===== src/sbe_consts.vh =====
`ifndef SBE_CONSTS_VH
`define SBE_CONSTS_VH
// ----------------------------------------
// Instruction field layout
// ----------------------------------------
`define SBE_OPC_W        3
`define SBE_OPC_NONE     3'h0
`define SBE_OPC_DECSKIP  3'h1
`define SBE_OPC_INCSKIP  3'h2
`define SBE_OPC_JUMP     3'h3
`define SBE_FADDR_W      7
`define SBE_DATA_W       8
`define SBE_JIMM_W       11
`define SBE_PC_W         13
`define SBE_PCL_HI       4
`define SBE_PCL_LO       3
`define SBE_DEST_W       1'h0
`define SBE_DEST_F       1'h1
`define SBE_ONE          8'h01
`define SBE_ZERO         8'h00
`define SBE_PC_RST       13'h0000
`define SBE_ADDR_RST     7'h00
`define SBE_BIT_OFF      1'b0
`endif


===== src/sbe_exec.v =====
`timescale 1ns/1ps
// Function
// - Decrement-skip subtracts one, flags untouched
// - Destination bit picks accumulator or register
// - Decrement zero result skips next instruction
// - Increment-skip adds one, flags untouched
// - Increment zero result skips next instruction
// - Jump loads 11-bit immediate into PC
// - Latch bits 4:3 go to PC 12:11
// - Jump takes two cycles, flags untouched
`include "sbe_consts.vh"

module sbe_exec (
  input  wire                      clk,
  input  wire                      sys_rst,
  input  wire                      instr_valid,
  input  wire [`SBE_OPC_W-1:0]     instr_op,
  input  wire [`SBE_FADDR_W-1:0]   instr_faddr,
  input  wire                      instr_dest,
  input  wire [`SBE_JIMM_W-1:0]    instr_imm,
  input  wire [`SBE_DATA_W-1:0]    freg_rdata,
  input  wire [`SBE_DATA_W-1:0]    pc_high_latch,
  output reg                       acc_we_ff,
  output reg  [`SBE_DATA_W-1:0]    acc_wdata_ff,
  output reg                       freg_we_ff,
  output reg  [`SBE_FADDR_W-1:0]   freg_waddr_ff,
  output reg  [`SBE_DATA_W-1:0]    freg_wdata_ff,
  output reg                       pc_load_ff,
  output reg  [`SBE_PC_W-1:0]      pc_target_ff,
  output reg                       squash_ff,
  output reg                       flags_we_ff
);

  // ----------------------------------------
  // Slot states
  // ----------------------------------------
  localparam ST_RUN  = 2'b01;
  localparam ST_NOP  = 2'b10;

  // ----------------------------------------
  // Decode functions
  // ----------------------------------------
  function sbe_is_skip;
    input [`SBE_OPC_W-1:0] op;
    begin
      sbe_is_skip = (op == `SBE_OPC_DECSKIP) || (op == `SBE_OPC_INCSKIP);
    end
  endfunction

  function sbe_is_jump;
    input [`SBE_OPC_W-1:0] op;
    begin
      sbe_is_jump = (op == `SBE_OPC_JUMP);
    end
  endfunction

  function sbe_is_zero;
    input [`SBE_DATA_W-1:0] value;
    begin
      sbe_is_zero = (value == `SBE_ZERO);
    end
  endfunction

  function [`SBE_DATA_W-1:0] sbe_step;
    input [`SBE_OPC_W-1:0]  op;
    input [`SBE_DATA_W-1:0] value;
    begin
      case (op)
        `SBE_OPC_DECSKIP: sbe_step = value - `SBE_ONE;
        `SBE_OPC_INCSKIP: sbe_step = value + `SBE_ONE;
        default:          sbe_step = value;
      endcase
    end
  endfunction

  function [`SBE_PC_W-1:0] sbe_jump_target;
    input [`SBE_DATA_W-1:0] latch;
    input [`SBE_JIMM_W-1:0] imm;
    begin
      sbe_jump_target = {latch[`SBE_PCL_HI:`SBE_PCL_LO], imm};
    end
  endfunction

  // ----------------------------------------
  // Internal signals
  // ----------------------------------------
  reg  [1:0]                state_ff;
  reg  [1:0]                nxt_state;
  reg                       nxt_acc_we;
  reg  [`SBE_DATA_W-1:0]    nxt_acc_wdata;
  reg                       nxt_freg_we;
  reg  [`SBE_FADDR_W-1:0]   nxt_freg_waddr;
  reg  [`SBE_DATA_W-1:0]    nxt_freg_wdata;
  reg                       nxt_pc_load;
  reg  [`SBE_PC_W-1:0]      nxt_pc_target;
  reg                       nxt_squash;
  reg                       nxt_flags_we;
  wire [`SBE_DATA_W-1:0]    result;
  wire                      exec_ok;
  wire                      is_skip;
  wire                      is_jump;
  wire                      skip_taken;

  // ----------------------------------------
  // Instruction decode
  // ----------------------------------------
  // Follower in the no-operation slot never executes
  assign exec_ok    = instr_valid && (state_ff == ST_RUN);
  assign is_skip    = exec_ok && sbe_is_skip(instr_op);
  assign is_jump    = exec_ok && sbe_is_jump(instr_op);
  assign result     = sbe_step(instr_op, freg_rdata);
  assign skip_taken = is_skip && sbe_is_zero(result);

  // ----------------------------------------
  // Slot sequencing
  // ----------------------------------------
  always @* begin
    case (state_ff)
      ST_RUN: begin
        if (skip_taken || is_jump) begin
          nxt_state = ST_NOP;
        end else begin
          nxt_state = ST_RUN;
        end
      end
      ST_NOP: begin
        nxt_state = ST_RUN;
      end
      default: begin
        nxt_state = ST_RUN;
      end
    endcase
  end

  // ----------------------------------------
  // Next output values
  // ----------------------------------------
  always @* begin
    nxt_acc_we     = is_skip && (instr_dest == `SBE_DEST_W);
    nxt_acc_wdata  = result;
    nxt_freg_we    = is_skip && (instr_dest == `SBE_DEST_F);
    nxt_freg_waddr = instr_faddr;
    nxt_freg_wdata = result;
    nxt_pc_load    = is_jump;
    nxt_pc_target  = sbe_jump_target(pc_high_latch, instr_imm);
    nxt_squash     = (nxt_state == ST_NOP);
    nxt_flags_we   = `SBE_BIT_OFF;
  end

  // ----------------------------------------
  // Slot state register
  // ----------------------------------------
  always @(posedge clk or posedge sys_rst) begin
    if (sys_rst) begin
      state_ff <= ST_RUN;
    end else begin
      state_ff <= nxt_state;
    end
  end

  // ----------------------------------------
  // Accumulator write port
  // ----------------------------------------
  always @(posedge clk or posedge sys_rst) begin
    if (sys_rst) begin
      acc_we_ff <= `SBE_BIT_OFF;
    end else begin
      acc_we_ff <= nxt_acc_we;
    end
  end

  always @(posedge clk or posedge sys_rst) begin
    if (sys_rst) begin
      acc_wdata_ff <= `SBE_ZERO;
    end else begin
      acc_wdata_ff <= nxt_acc_wdata;
    end
  end

  // ----------------------------------------
  // Register file write port
  // ----------------------------------------
  always @(posedge clk or posedge sys_rst) begin
    if (sys_rst) begin
      freg_we_ff <= `SBE_BIT_OFF;
    end else begin
      freg_we_ff <= nxt_freg_we;
    end
  end

  always @(posedge clk or posedge sys_rst) begin
    if (sys_rst) begin
      freg_waddr_ff <= `SBE_ADDR_RST;
    end else begin
      freg_waddr_ff <= nxt_freg_waddr;
    end
  end

  always @(posedge clk or posedge sys_rst) begin
    if (sys_rst) begin
      freg_wdata_ff <= `SBE_ZERO;
    end else begin
      freg_wdata_ff <= nxt_freg_wdata;
    end
  end

  // ----------------------------------------
  // Program counter load
  // ----------------------------------------
  always @(posedge clk or posedge sys_rst) begin
    if (sys_rst) begin
      pc_load_ff <= `SBE_BIT_OFF;
    end else begin
      pc_load_ff <= nxt_pc_load;
    end
  end

  always @(posedge clk or posedge sys_rst) begin
    if (sys_rst) begin
      pc_target_ff <= `SBE_PC_RST;
    end else begin
      pc_target_ff <= nxt_pc_target;
    end
  end

  // ----------------------------------------
  // Slot and flag strobes
  // ----------------------------------------
  always @(posedge clk or posedge sys_rst) begin
    if (sys_rst) begin
      squash_ff <= `SBE_BIT_OFF;
    end else begin
      squash_ff <= nxt_squash;
    end
  end

  always @(posedge clk or posedge sys_rst) begin
    if (sys_rst) begin
      flags_we_ff <= `SBE_BIT_OFF;
    end else begin
      flags_we_ff <= nxt_flags_we;
    end
  end

endmodule // sbe_exec


===== config.mk =====
export PLATFORM = sky130hd
export DESIGN_NAME = sbe_exec
export DESIGN_NICKNAME = d
export VERILOG_FILES = /design/src/sbe_exec.v
export VERILOG_INCLUDE_DIRS = /design/src
export SDC_FILE = /design/constraint.sdc
export NUM_CORES = 1
export LEC_CHECK = 0
export BUFFER_PORTS_ARGS = -buffer_cell sky130_fd_sc_hd__buf_4
export CAP_MARGIN = 15
export CORE_ASPECT_RATIO = 0.6
export CORE_MARGIN = 5
export CORE_UTILIZATION = 43
export DETAILED_ROUTE_END_ITERATION = 8
export PLACE_DENSITY_LB_ADDON = 0.08
export RECOVER_POWER = 25
export SLEW_MARGIN = 20
export SYNTH_ARGS = -nofsm -noshare
export SYNTH_HDL_FRONTEND = slang
export SYNTH_SLANG_ARGS = --single-unit

===== constraint.sdc =====
create_clock -name clk -period 1.35 [get_ports clk]
set_input_delay 0 -clock clk [delete_from_list [all_inputs] [get_ports clk]]
set_output_delay 0 -clock clk [all_outputs]
set_load 0.005 [all_outputs]

==> results.py, run 1 <==
metrics = {
    "sta": {
        "layout_min_cycle_time_ps": 1728,
        "rsz0062_at_grt": "yes",
        "finalCritPeriodShare_pct": 128.0,
        "fin_ws_ps": -377.6,
        "tns_ps": -1152,
        "slew_viol_final": 0,
        "finalSetupViolCount": 4,
        "clock.fmax_mhz": 578.8,
        "hold_viol_final": 0,
        "finClkSkew_ps": 3.944,
    },
    "route": {
        "wl_per_cell_um": 15.35,
        "drc": 0,
        "via_per_inst": 4.618,
        "drt-pass1-iter-count": 4,
        "drtAntennaViolNets": 0,
        "vias": 1307,
        "first_iter_violations": 47,
        "wirelength_mm": 4.343,
    },
    "synthesis": {
        "synth_seq_area_share_pct": 58.29,
        "syn_avg_cell_area_um2": 12.45,
        "synthTopCellsByArea": "dfrtp_1 (56%), ha_1 (7.1%), buf_4 (4.8%)",
        "syn_area_um2": 1419,
        "synthAdderAreaFrac_pct": 8.466,
        "synthMuxAreaShare_pct": 0.7055,
        "synthSimpleGateAreaFrac_pct": 11.90,
        "synth_cells": 114,
        "synth_top_area_share_pct": 56.44,
        "ys_types": 34,
        "synth-compound-area-share_pct": 8.907,
        "synth_nets": 164,
        "yosys.area.top_type": "dfrtp_1",
        "synth_xor_area_share_pct": 4.321,
        "synth_warnings": 0,
        "synth_top_family_by_area": "simple AND/OR/NAND/NOR gates",
        "synth-seq-cells": 33,
    },
    "layout": {
        "drive_gt1_share_pct": 55.04,
        "num-nets-final": 287,
        "utilization_pct": 82.69,
        "nFillCells": 175,
        "antennaDiodeCount": 0,
        "areaGrowthSynthToFinish_pct": 87.83,
        "fin_area_um2": 2665,
    },
    "power": {
        "vdd_drop_max_mv": 1.205,
        "p_leak_nw": 1.292,
        "p_per_area_nw_per_um2": 1008,
        "power.total_mw": 2.686,
    },
    "clock_tree": {
        "cts_buffers": 5,
        "clock_latency_ps": 270,
        "htreeDepth": 2,
        "clock-sinks": 33,
        "clk_pin_slew_ps": 70,
        "clockBufferDepth": 2,
        "cts-root-buf": "clkbuf_8",
        "cts_tree": "built",
    },
    "floorplan": {
        "io_pins": 82,
        "die-height_um": 54.50,
        "dieArea_um2": 4586,
        "initial_core_util_pct": 44.02,
        "std_cell_rows": 16,
        "die_x_um": 84.16,
        "core_area_um2": 3223,
    },
    "setup_path": {
        "critPathSlowestCell": "ha_4",
        "critPathTopFamily": "simple AND/OR/NAND/NOR gates",
        "end_kind": "flip-flop",
        "r2r_start": "state_ff[0]$_DFF_PP1_",
        "crit_path_cell_trace": "buf_6 -> nor3b_4 -> inv_4 -> ha_4 -> nand3_2 -> a21oi_1 -> and3b_1 -> mux2i_1 -> xor2_1 -> a31o_1",
        "rr_worst_depth": 5,
        "critPathArrivalTime_ps": 1930,
        "cp_max_fo": 8,
        "cp-startpoint": "instr_op[2]",
        "start_kind": "input port",
        "cpPeakStageDelay_ps": 300,
        "crit_buf_inv": 2,
        "critPathRequiredTime_ps": 1560,
        "reg2reg_to": "squash_ff$_DFF_PP0_",
        "r2r_setup_slack_ps": -50,
        "critPathKind": "input port to flip-flop",
    },
    "min_path": {
        "holdPathStages": 4,
        "hp-class": "input port to flip-flop",
        "min_from": "freg_rdata[4]",
        "hold_end": "freg_wdata_ff[4]$_DFF_PP0_",
    },
    "status": {
        "failed_checks": "negative setup slack",
        "status": "finished, violations left",
    },
    "global_routing": {
        "grt_pass1_vias": 1351,
        "grt_pass1_wl_mm": 6.900,
        "grt_max_degree": 34,
        "grt_use_total_pct": 20.31,
        "antenna_found_initial": 0,
        "grt_remaining_overflow": 0,
    },
    "placed_design": {
        "dp_slack_ps": -607.2,
        "gp_congestion": 0.9299,
        "io_buffers": 74,
        "post_dp_cell_area_um2": 2265,
        "dp_hpwl_mm": 3.076,
    },
    "flow_run": {
        "cap_violations": 0,
    },
}
## flip-flops by register name (all words and copies together) (netlist names)
register       count
freg_we_ff         1
acc_we_ff          1
squash_ff          1
state_ff           1
pc_target_ff      13
freg_wdata_ff      8
freg_waddr_ff      7
pc_load_ff         1
## how the worst max path moves through the flow
stage	to	slack (ps)	depth (start not counted)
CTS	squash_ff$_DFF_PP0_	-270	10
finish	squash_ff$_DFF_PP0_	-380	10
global placement	state_ff[0]$_DFF_PP1_	-540	10
global route	state_ff[0]$_DFF_PP1_	-390	10
detailed placement	squash_ff$_DFF_PP0_	-610	10
floorplan	squash_ff$_DFF_PP0_	-360	9
## worst min-delay path, delay by kind of cell
kind                   cells  cell delay (ps)
buffers and inverters      2              200
and+or+nand+nor            2              100
## logic make-up (layout without fill, tap and decap cells)
| family | after synthesis | after routing |
|---|---|---|
| fa+ha+maj | 9 | 9 |
| compound gates | 17 | 17 |
| xor+xnor | 7 | 7 |
| flops | 33 | 33 |
| other cells | 1 | 1 |
| mux | 1 | 1 |
| buf+inv | 16 | 140 |
| simple gates | 30 | 30 |
## placed cells by master, fill, tap and decap left out, types with 2 or more instances in the layout
master	synthesis	routed
a211oi_2	1	2
a21oi_1	5	3
a21oi_2	0	2
a31oi_1	2	2
buf_4	9	75
buf_6	1	2
clkbuf_4	0	25
clkbuf_8	0	6
dfrtp_1	32	32
dlygate4sd3_1	0	24
ha_4	0	8
inv_1	6	5
nand2_1	13	13
nand3_1	3	2
nor2_1	3	3
o21ai_0	3	3
xnor2_1	4	4
xor2_1	3	2
## synthesized netlist by cell type
cell type / n
dfrtp_1: 32
nand2_1: 13
buf_4: 9
ha_1: 8
inv_1: 6
a21oi_1: 5
xnor2_1: 4
nand3_1: 3
nor2_1: 3
o21ai_0: 3
xor2_1: 3
a31oi_1: 2
nor3b_1: 2
a211oi_1: 1
a211oi_2: 1
a21o_1: 1
a31o_1: 1
and3_1: 1
and3b_1: 1
and4b_2: 1
buf_6: 1
conb_1: 1
dfstp_2: 1
fa_1: 1
mux2i_1: 1
nand2_2: 1
nand3b_1: 1
nand4_1: 1
nor3_1: 1
nor4_4: 1
o21a_1: 1
o21ai_2: 1
o31ai_4: 1
or2_0: 1
## stage by stage
stage	cells	hold slack (ps)
6_report	283	50.07
5_1_grt	283	58.14
4_1_cts	283	48.66
3_5_place_dp	250	110.4
3_3_place_gp	250	100.0
2_1_floorplan	114	31.43
## layer usage
layer	track usage (%)	wire (um)	vias up
li1	-	-	618
met1	23.80	1715	618
met2	37.43	2175	69
met3	6.466	432	2
met4	4.813	19	0
met5	0	0	-
## repair_timing
| action | 4_1_cts | 5_1_grt |
|---|---|---|
| hold buffers | 24 | 0 |
| endpoints found under the hold margin | 56 | 0 |
| gates cloned | 0 | 0 |
| pin swaps | 10 | 0 |
| buffers inserted | 1 | 0 |
| endpoints found under the setup margin | 4 | 6 |
| resized for setup | 5 | 1 |
## cell type report
type,count,area [um2],share of cell area (%)
Clock buffer,7,86.33,3.239
Tap cell,45,56.30,2.113
Clock inverter,1,30.03,1.127
Timing Repair Buffer,126,1013,38.03
Inverter,6,25.02,0.9390
Sequential cell,33,827.0,31.03
Multi-Input combinational cell,65,626.9,23.52
## where the power goes
part	leakage [nW]	internal (mW)	switching [mW]
logic	0.840	0.400	0.275
clock network	0.0585	0.601	0.327
registers	0.393	1.05	0.0292
total	1.29	2.05	0.631
Power figures use the tool's default switching activity.
==> run 2: changes to the inputs <==
--- a/config.mk
+++ b/config.mk
@@ -14,6 +14,7 @@
 export DETAILED_ROUTE_END_ITERATION = 8
 export PLACE_DENSITY_LB_ADDON = 0.08
 export RECOVER_POWER = 25
+export SETUP_SLACK_MARGIN = 0.15
 export SLEW_MARGIN = 20
 export SYNTH_ARGS = -nofsm -noshare
 export SYNTH_HDL_FRONTEND = slang
==> results.py, run 2 (synthesized netlist as in run 1, its figures left out) <==
metrics = {
    "placed_design": {
        "dp_hpwl_mm": 3.127,
        "dp_slack_ps": -555.0,
        "gp_congestion": 0.8439,
        "post_dp_cell_area_um2": 2272,
        "dpl.cell_count": 250,
        "io_buffers": 74,
    },
    "sta": {
        "worstMarginPinSlew_ps": 761.5,
        "layout_min_cycle_time_ps": 1610,
        "finalCritPeriodShare_pct": 119.3,
        "slew_headroom_pct": 49.23,
        "fin_ws_ps": -260.2,
        "slew_viol_final": 0,
        "rsz0062_at_grt": "yes",
        "finClkSkew_ps": 1.358,
        "clock.fmax_mhz": 621.0,
        "hold_viol_final": 0,
        "finalSetupViolCount": 5,
    },
    "layout": {
        "areaGrowthSynthToFinish_pct": 86.95,
        "num-nets-final": 287,
        "utilization_pct": 82.30,
        "drive_gt1_share_pct": 57.14,
        "multiInputGateArea_um2": 631.9,
        "fin_area_um2": 2653,
        "largestRegisters": "pc_target_ff x13, freg_wdata_ff x8, freg_waddr_ff x7",
        "seq_area_um2": 827.0,
        "fin_cells": 283,
        "regMostFlops": "pc_target_ff",
        "nFillCells": 185,
        "layout_commonest_cell": "buf_4",
        "final_cell_mix": "buf_4 (76), dfrtp_1 (32), dlygate4sd3_1 (24)",
        "largest_reg_flops": 13,
        "antennaDiodeCount": 0,
    },
    "global_routing": {
        "grt_remaining_overflow": 0,
        "grt_pass1_wl_mm": 7.113,
        "grt_pass1_vias": 1392,
        "grt_use_total_pct": 21.44,
        "antenna_found_initial": 0,
        "grt_max_degree": 34,
    },
    "route": {
        "drt-pass1-iter-count": 4,
        "wirelength_mm": 4.470,
        "vias": 1307,
        "drtAntennaViolNets": 0,
        "first_iter_violations": 52,
        "wl_per_cell_um": 15.80,
        "drc": 0,
        "via_per_inst": 4.618,
    },
    "clock_tree": {
        "clk_pin_slew_ps": 70,
        "clock-sinks": 33,
        "cts_buffers": 5,
        "clockBufferDepth": 2,
        "cts-root-buf": "clkbuf_8",
        "clock_latency_ps": 280,
        "htreeDepth": 2,
        "cts_tree": "built",
    },
    "floorplan": {
        "dieArea_um2": 4586,
        "die_x_um": 84.16,
        "core_area_um2": 3223,
        "die-height_um": 54.50,
        "initial_core_util_pct": 44.02,
        "std_cell_rows": 16,
        "io_pins": 82,
    },
    "setup_path": {
        "critPathKind": "input port to flip-flop",
        "critPathRequiredTime_ps": 1570,
        "critPathArrivalTime_ps": 1830,
        "end_kind": "flip-flop",
        "cp_max_fo": 8,
        "start_kind": "input port",
    },
    "power": {
        "p_per_area_nw_per_um2": 969.2,
        "power.total_mw": 2.571,
        "p_leak_nw": 1.284,
        "vdd_drop_max_mv": 0.9380,
    },
    "status": {
        "status": "finished, violations left",
        "failed_checks": "negative setup slack",
    },
    "flow_run": {
        "cap_violations": 0,
    },
    "min_path": {
        "hp-class": "input port to flip-flop",
    },
}
==> run 2: final timing paths <==
path / start / to / slack [ps] / cells past startpoint
max in group asynchronous: sys_rst / pc_target_ff[8]$_DFF_PP0_ / 340 / 4
setup reg to reg: state_ff[0]$_DFF_PP1_ / squash_ff$_DFF_PP0_ / 0 / 5
setup / recovery: instr_op[0] / squash_ff$_DFF_PP0_ / -260 / 10
hold / removal: freg_rdata[4] / freg_wdata_ff[4]$_DFF_PP0_ / 40 / 4
hold reg to reg: squash_ff$_DFF_PP0_ / acc_we_ff$_DFF_PP0_ / 770 / 4
min in group asynchronous: sys_rst / freg_we_ff$_DFF_PP0_ / 530 / 4
==> run 2: power breakdown <==
part           total (mW)  switching, mW  internal, mW
combinational       0.691          0.285         0.406
clock               0.797          0.336         0.460
sequential           1.08         0.0303          1.05
==> run 2: critical path, stage by stage <==
cell and delay (ps):
buf_6 100, nor3b_4 230, inv_4 140, ha_1 300, nand3_1 110, nand2_1 120, xnor2_1 190, o21ai_2 90
nor4_4 340, a31o_1 200
==> run 2: what timing repair did <==
item / CTS / global route
pin swaps: 8 / 2
endpoints found under the setup margin: 7 / 8
endpoints found under the hold margin: 56 / 0
buffers inserted: 1 / 0
resized for setup: 9 / 3
hold buffers: 24 / 0
==> run 2: final cells by class <==
class / instances / area share, %
timing repair buffer: 126 / 38.11
sequential: 33 / 31.18
multi-input combinational: 65 / 23.82
clock buffer: 7 / 3.632
tap: 45 / 2.123
inverter: 6 / 0.9434
clock inverter: 1 / 0.1887
==> run 2: layer usage <==
layer,vias up,wire (um),track usage (%)
met5,-,0,0
met4,0,21,5.882
met3,2,348,6.767
met2,72,2318,41.49
met1,612,1781,23.46
li1,621,-,-
==> run 2: through the flow <==
| step | setup TNS (ps) | hold slack [ps] |
|---|---|---|
| 3_3_place_gp | -2597 | 97.89 |
| 3_5_place_dp | -2730 | 110.5 |
| 6_report | -825.4 | 41.95 |
| 4_1_cts | -636.0 | 33.22 |
| 5_1_grt | -1464 | 43.63 |
| 2_1_floorplan | -1074 | 31.43 |
==> run 3: changes to the inputs <==
--- a/config.mk
+++ b/config.mk
@@ -15,7 +15,9 @@
 export PLACE_DENSITY_LB_ADDON = 0.08
 export RECOVER_POWER = 25
 export SETUP_SLACK_MARGIN = 0.15
+export SKIP_LAST_GASP = 1
 export SLEW_MARGIN = 20
 export SYNTH_ARGS = -nofsm -noshare
 export SYNTH_HDL_FRONTEND = slang
 export SYNTH_SLANG_ARGS = --single-unit
+export TNS_END_PERCENT = 50
==> results.py, run 3 (synthesized netlist as in run 1, its figures left out) <==
metrics = {
    "route": {
        "via_per_inst": 4.737,
        "wirelength_mm": 4.688,
        "drtAntennaViolNets": 0,
        "wl_per_cell_um": 16.68,
        "vias": 1331,
        "drt-pass1-iter-count": 4,
        "first_iter_violations": 38,
        "drc": 0,
    },
    "layout": {
        "antennaDiodeCount": 0,
        "regMostFlops": "pc_target_ff",
        "largest_reg_flops": 13,
        "num-nets-final": 285,
        "areaGrowthSynthToFinish_pct": 87.04,
        "final_cell_mix": "buf_4 (76), dfrtp_1 (32), dlygate4sd3_1 (24)",
        "layout_commonest_cell": "buf_4",
        "drive_gt1_share_pct": 54.66,
        "largestRegisters": "pc_target_ff x13, freg_wdata_ff x8, freg_waddr_ff x7",
        "utilization_pct": 82.34,
    },
    "clock_tree": {
        "clock-sinks": 33,
        "cts_buffers": 5,
        "cts_tree": "built",
        "cts-root-buf": "clkbuf_8",
        "clk_pin_slew_ps": 60,
        "clock_latency_ps": 280,
        "htreeDepth": 2,
        "clockBufferDepth": 2,
    },
    "power": {
        "p_sw_mw": 0.6544,
        "switching_share_pct": 24.20,
        "power.total_mw": 2.704,
        "clockPowerShare_pct": 34.8,
        "vdd_drop_max_mv": 1.100,
        "p_leak_nw": 1.285,
        "seq_power_share_pct": 40.0,
        "p_int_mw": 2.050,
        "p_comb_share_pct": 25.2,
        "p_per_area_nw_per_um2": 1019,
    },
    "setup_path": {
        "cp_max_fo": 8,
        "critPathSlowestCell": "nor4_4",
        "critPathKind": "input port to flip-flop",
        "r2r_start": "state_ff[0]$_DFF_PP1_",
        "cpPeakStageDelay_ps": 340,
        "critPathRequiredTime_ps": 1560,
        "crit_path_cell_trace": "buf_6 -> nor3b_4 -> inv_4 -> ha_4 -> a21oi_2 -> nand2_1 -> xnor2_1 -> o21ai_2 -> nor4_4 -> a31o_1",
        "rr_worst_depth": 5,
        "reg2reg_to": "squash_ff$_DFF_PP0_",
        "cp-startpoint": "instr_op[2]",
        "critPathArrivalTime_ps": 1970,
        "r2r_setup_slack_ps": -20,
        "start_kind": "input port",
        "end_kind": "flip-flop",
    },
    "min_path": {
        "min_from": "freg_rdata[6]",
        "hold_end": "freg_wdata_ff[6]$_DFF_PP0_",
        "hp-class": "input port to flip-flop",
        "holdPathStages": 3,
    },
    "sta": {
        "finClkSkew_ps": 9.402,
        "hold_viol_final": 0,
        "slew_viol_final": 0,
        "layout_min_cycle_time_ps": 1756,
        "clock.fmax_mhz": 569.3,
        "fin_ws_ps": -406.4,
        "finalSetupViolCount": 5,
        "finalCritPeriodShare_pct": 130.1,
        "rsz0062_at_grt": "yes",
    },
    "status": {
        "status": "finished, violations left",
        "failed_checks": "negative setup slack",
    },
    "global_routing": {
        "grt_remaining_overflow": 0,
        "grt_max_degree": 14,
        "antenna_found_initial": 0,
        "grt_use_total_pct": 21.75,
        "grt_pass1_wl_mm": 7.424,
        "grt_pass1_vias": 1481,
    },
    "floorplan": {
        "die_x_um": 84.16,
        "initial_core_util_pct": 44.02,
        "dieArea_um2": 4586,
        "core_area_um2": 3223,
        "io_pins": 82,
        "die-height_um": 54.50,
        "std_cell_rows": 16,
    },
    "placed_design": {
        "dp_hpwl_mm": 3.011,
        "gp_congestion": 0.9141,
        "io_buffers": 74,
    },
    "flow_run": {
        "cap_violations": 0,
    },
}
## run 3: layer usage
metal / up-vias / track usage [%] / wire, um / part of all wire [%]
met5: - / 0 / 0 / 0
met4: 0 / 5.882 / 73 / 1.6
met3: 8 / 7.218 / 386 / 8.2
met2: 67 / 42.02 / 2421 / 52
met1: 639 / 23.64 / 1806 / 39
li1: 617 / - / - / -
## run 3: through the flow
step	cells	TNS, ps	hold slack (ps)	setup slack (ps)	instance area [um2]
CTS	280	-830.5	6.545	-295.1	2633
global placement	247	-2444	-11.29	-506.7	2242
floorplan	114	-1108	31.43	-361.9	1529
finish	281	-1239	37.31	-406.4	2654
detailed placement	247	-2863	-2.737	-623.5	2242
global route	281	-1507	33.65	-456.3	2654
## run 3: final cells by class
class | instances | area (um2)
repair buffers | 124 | 1002
fillers | 184 | 569.3
multi-input cells | 65 | 626.9
inverters | 6 | 25.02
well taps | 45 | 56.30
clock buffers | 7 | 86.33
clock inverters | 1 | 30.03
flip-flops and latches | 33 | 827.0
## run 3: power by group through the flow
stage	clock (mW)	sequential (mW)	combinational [mW]
final	0.940	1.08	0.682
after CTS	0.938	1.08	0.657
after detailed placement	0	1.10	0.582
after global placement	0	1.09	0.571
after floorplan	0	1.10	0.267
after global routing	1.00	1.09	0.736
## run 3: worst max path at each step
stage,endpoint,slack (ps),depth (start not counted)
after floorplan,squash_ff$_DFF_PP0_,-360,9
after global placement,squash_ff$_DFF_PP0_,-510,10
after detailed placement,state_ff[0]$_DFF_PP1_,-620,10
after CTS,squash_ff$_DFF_PP0_,-300,10
after global routing,squash_ff$_DFF_PP0_,-460,10
final,squash_ff$_DFF_PP0_,-410,10
## run 3: what timing repair did
action | CTS | global route
hold endpoints to repair | 31 | 1
endpoints found under the setup margin | 7 | 10
hold buffers | 23 | 1
pin swaps | 8 | 1
gates resized for setup | 5 | 3
setup buffers | 2 | 0
## run 3: worst max-delay path, delay by kind of cell
kind,cells,cell delay (ps)
AOI/OAI and AO/OA,3,490
xor gates and xnor gates,1,230
adders and majority gates,1,250
buffers and inverters,2,250
and+or+nand+nor,3,740
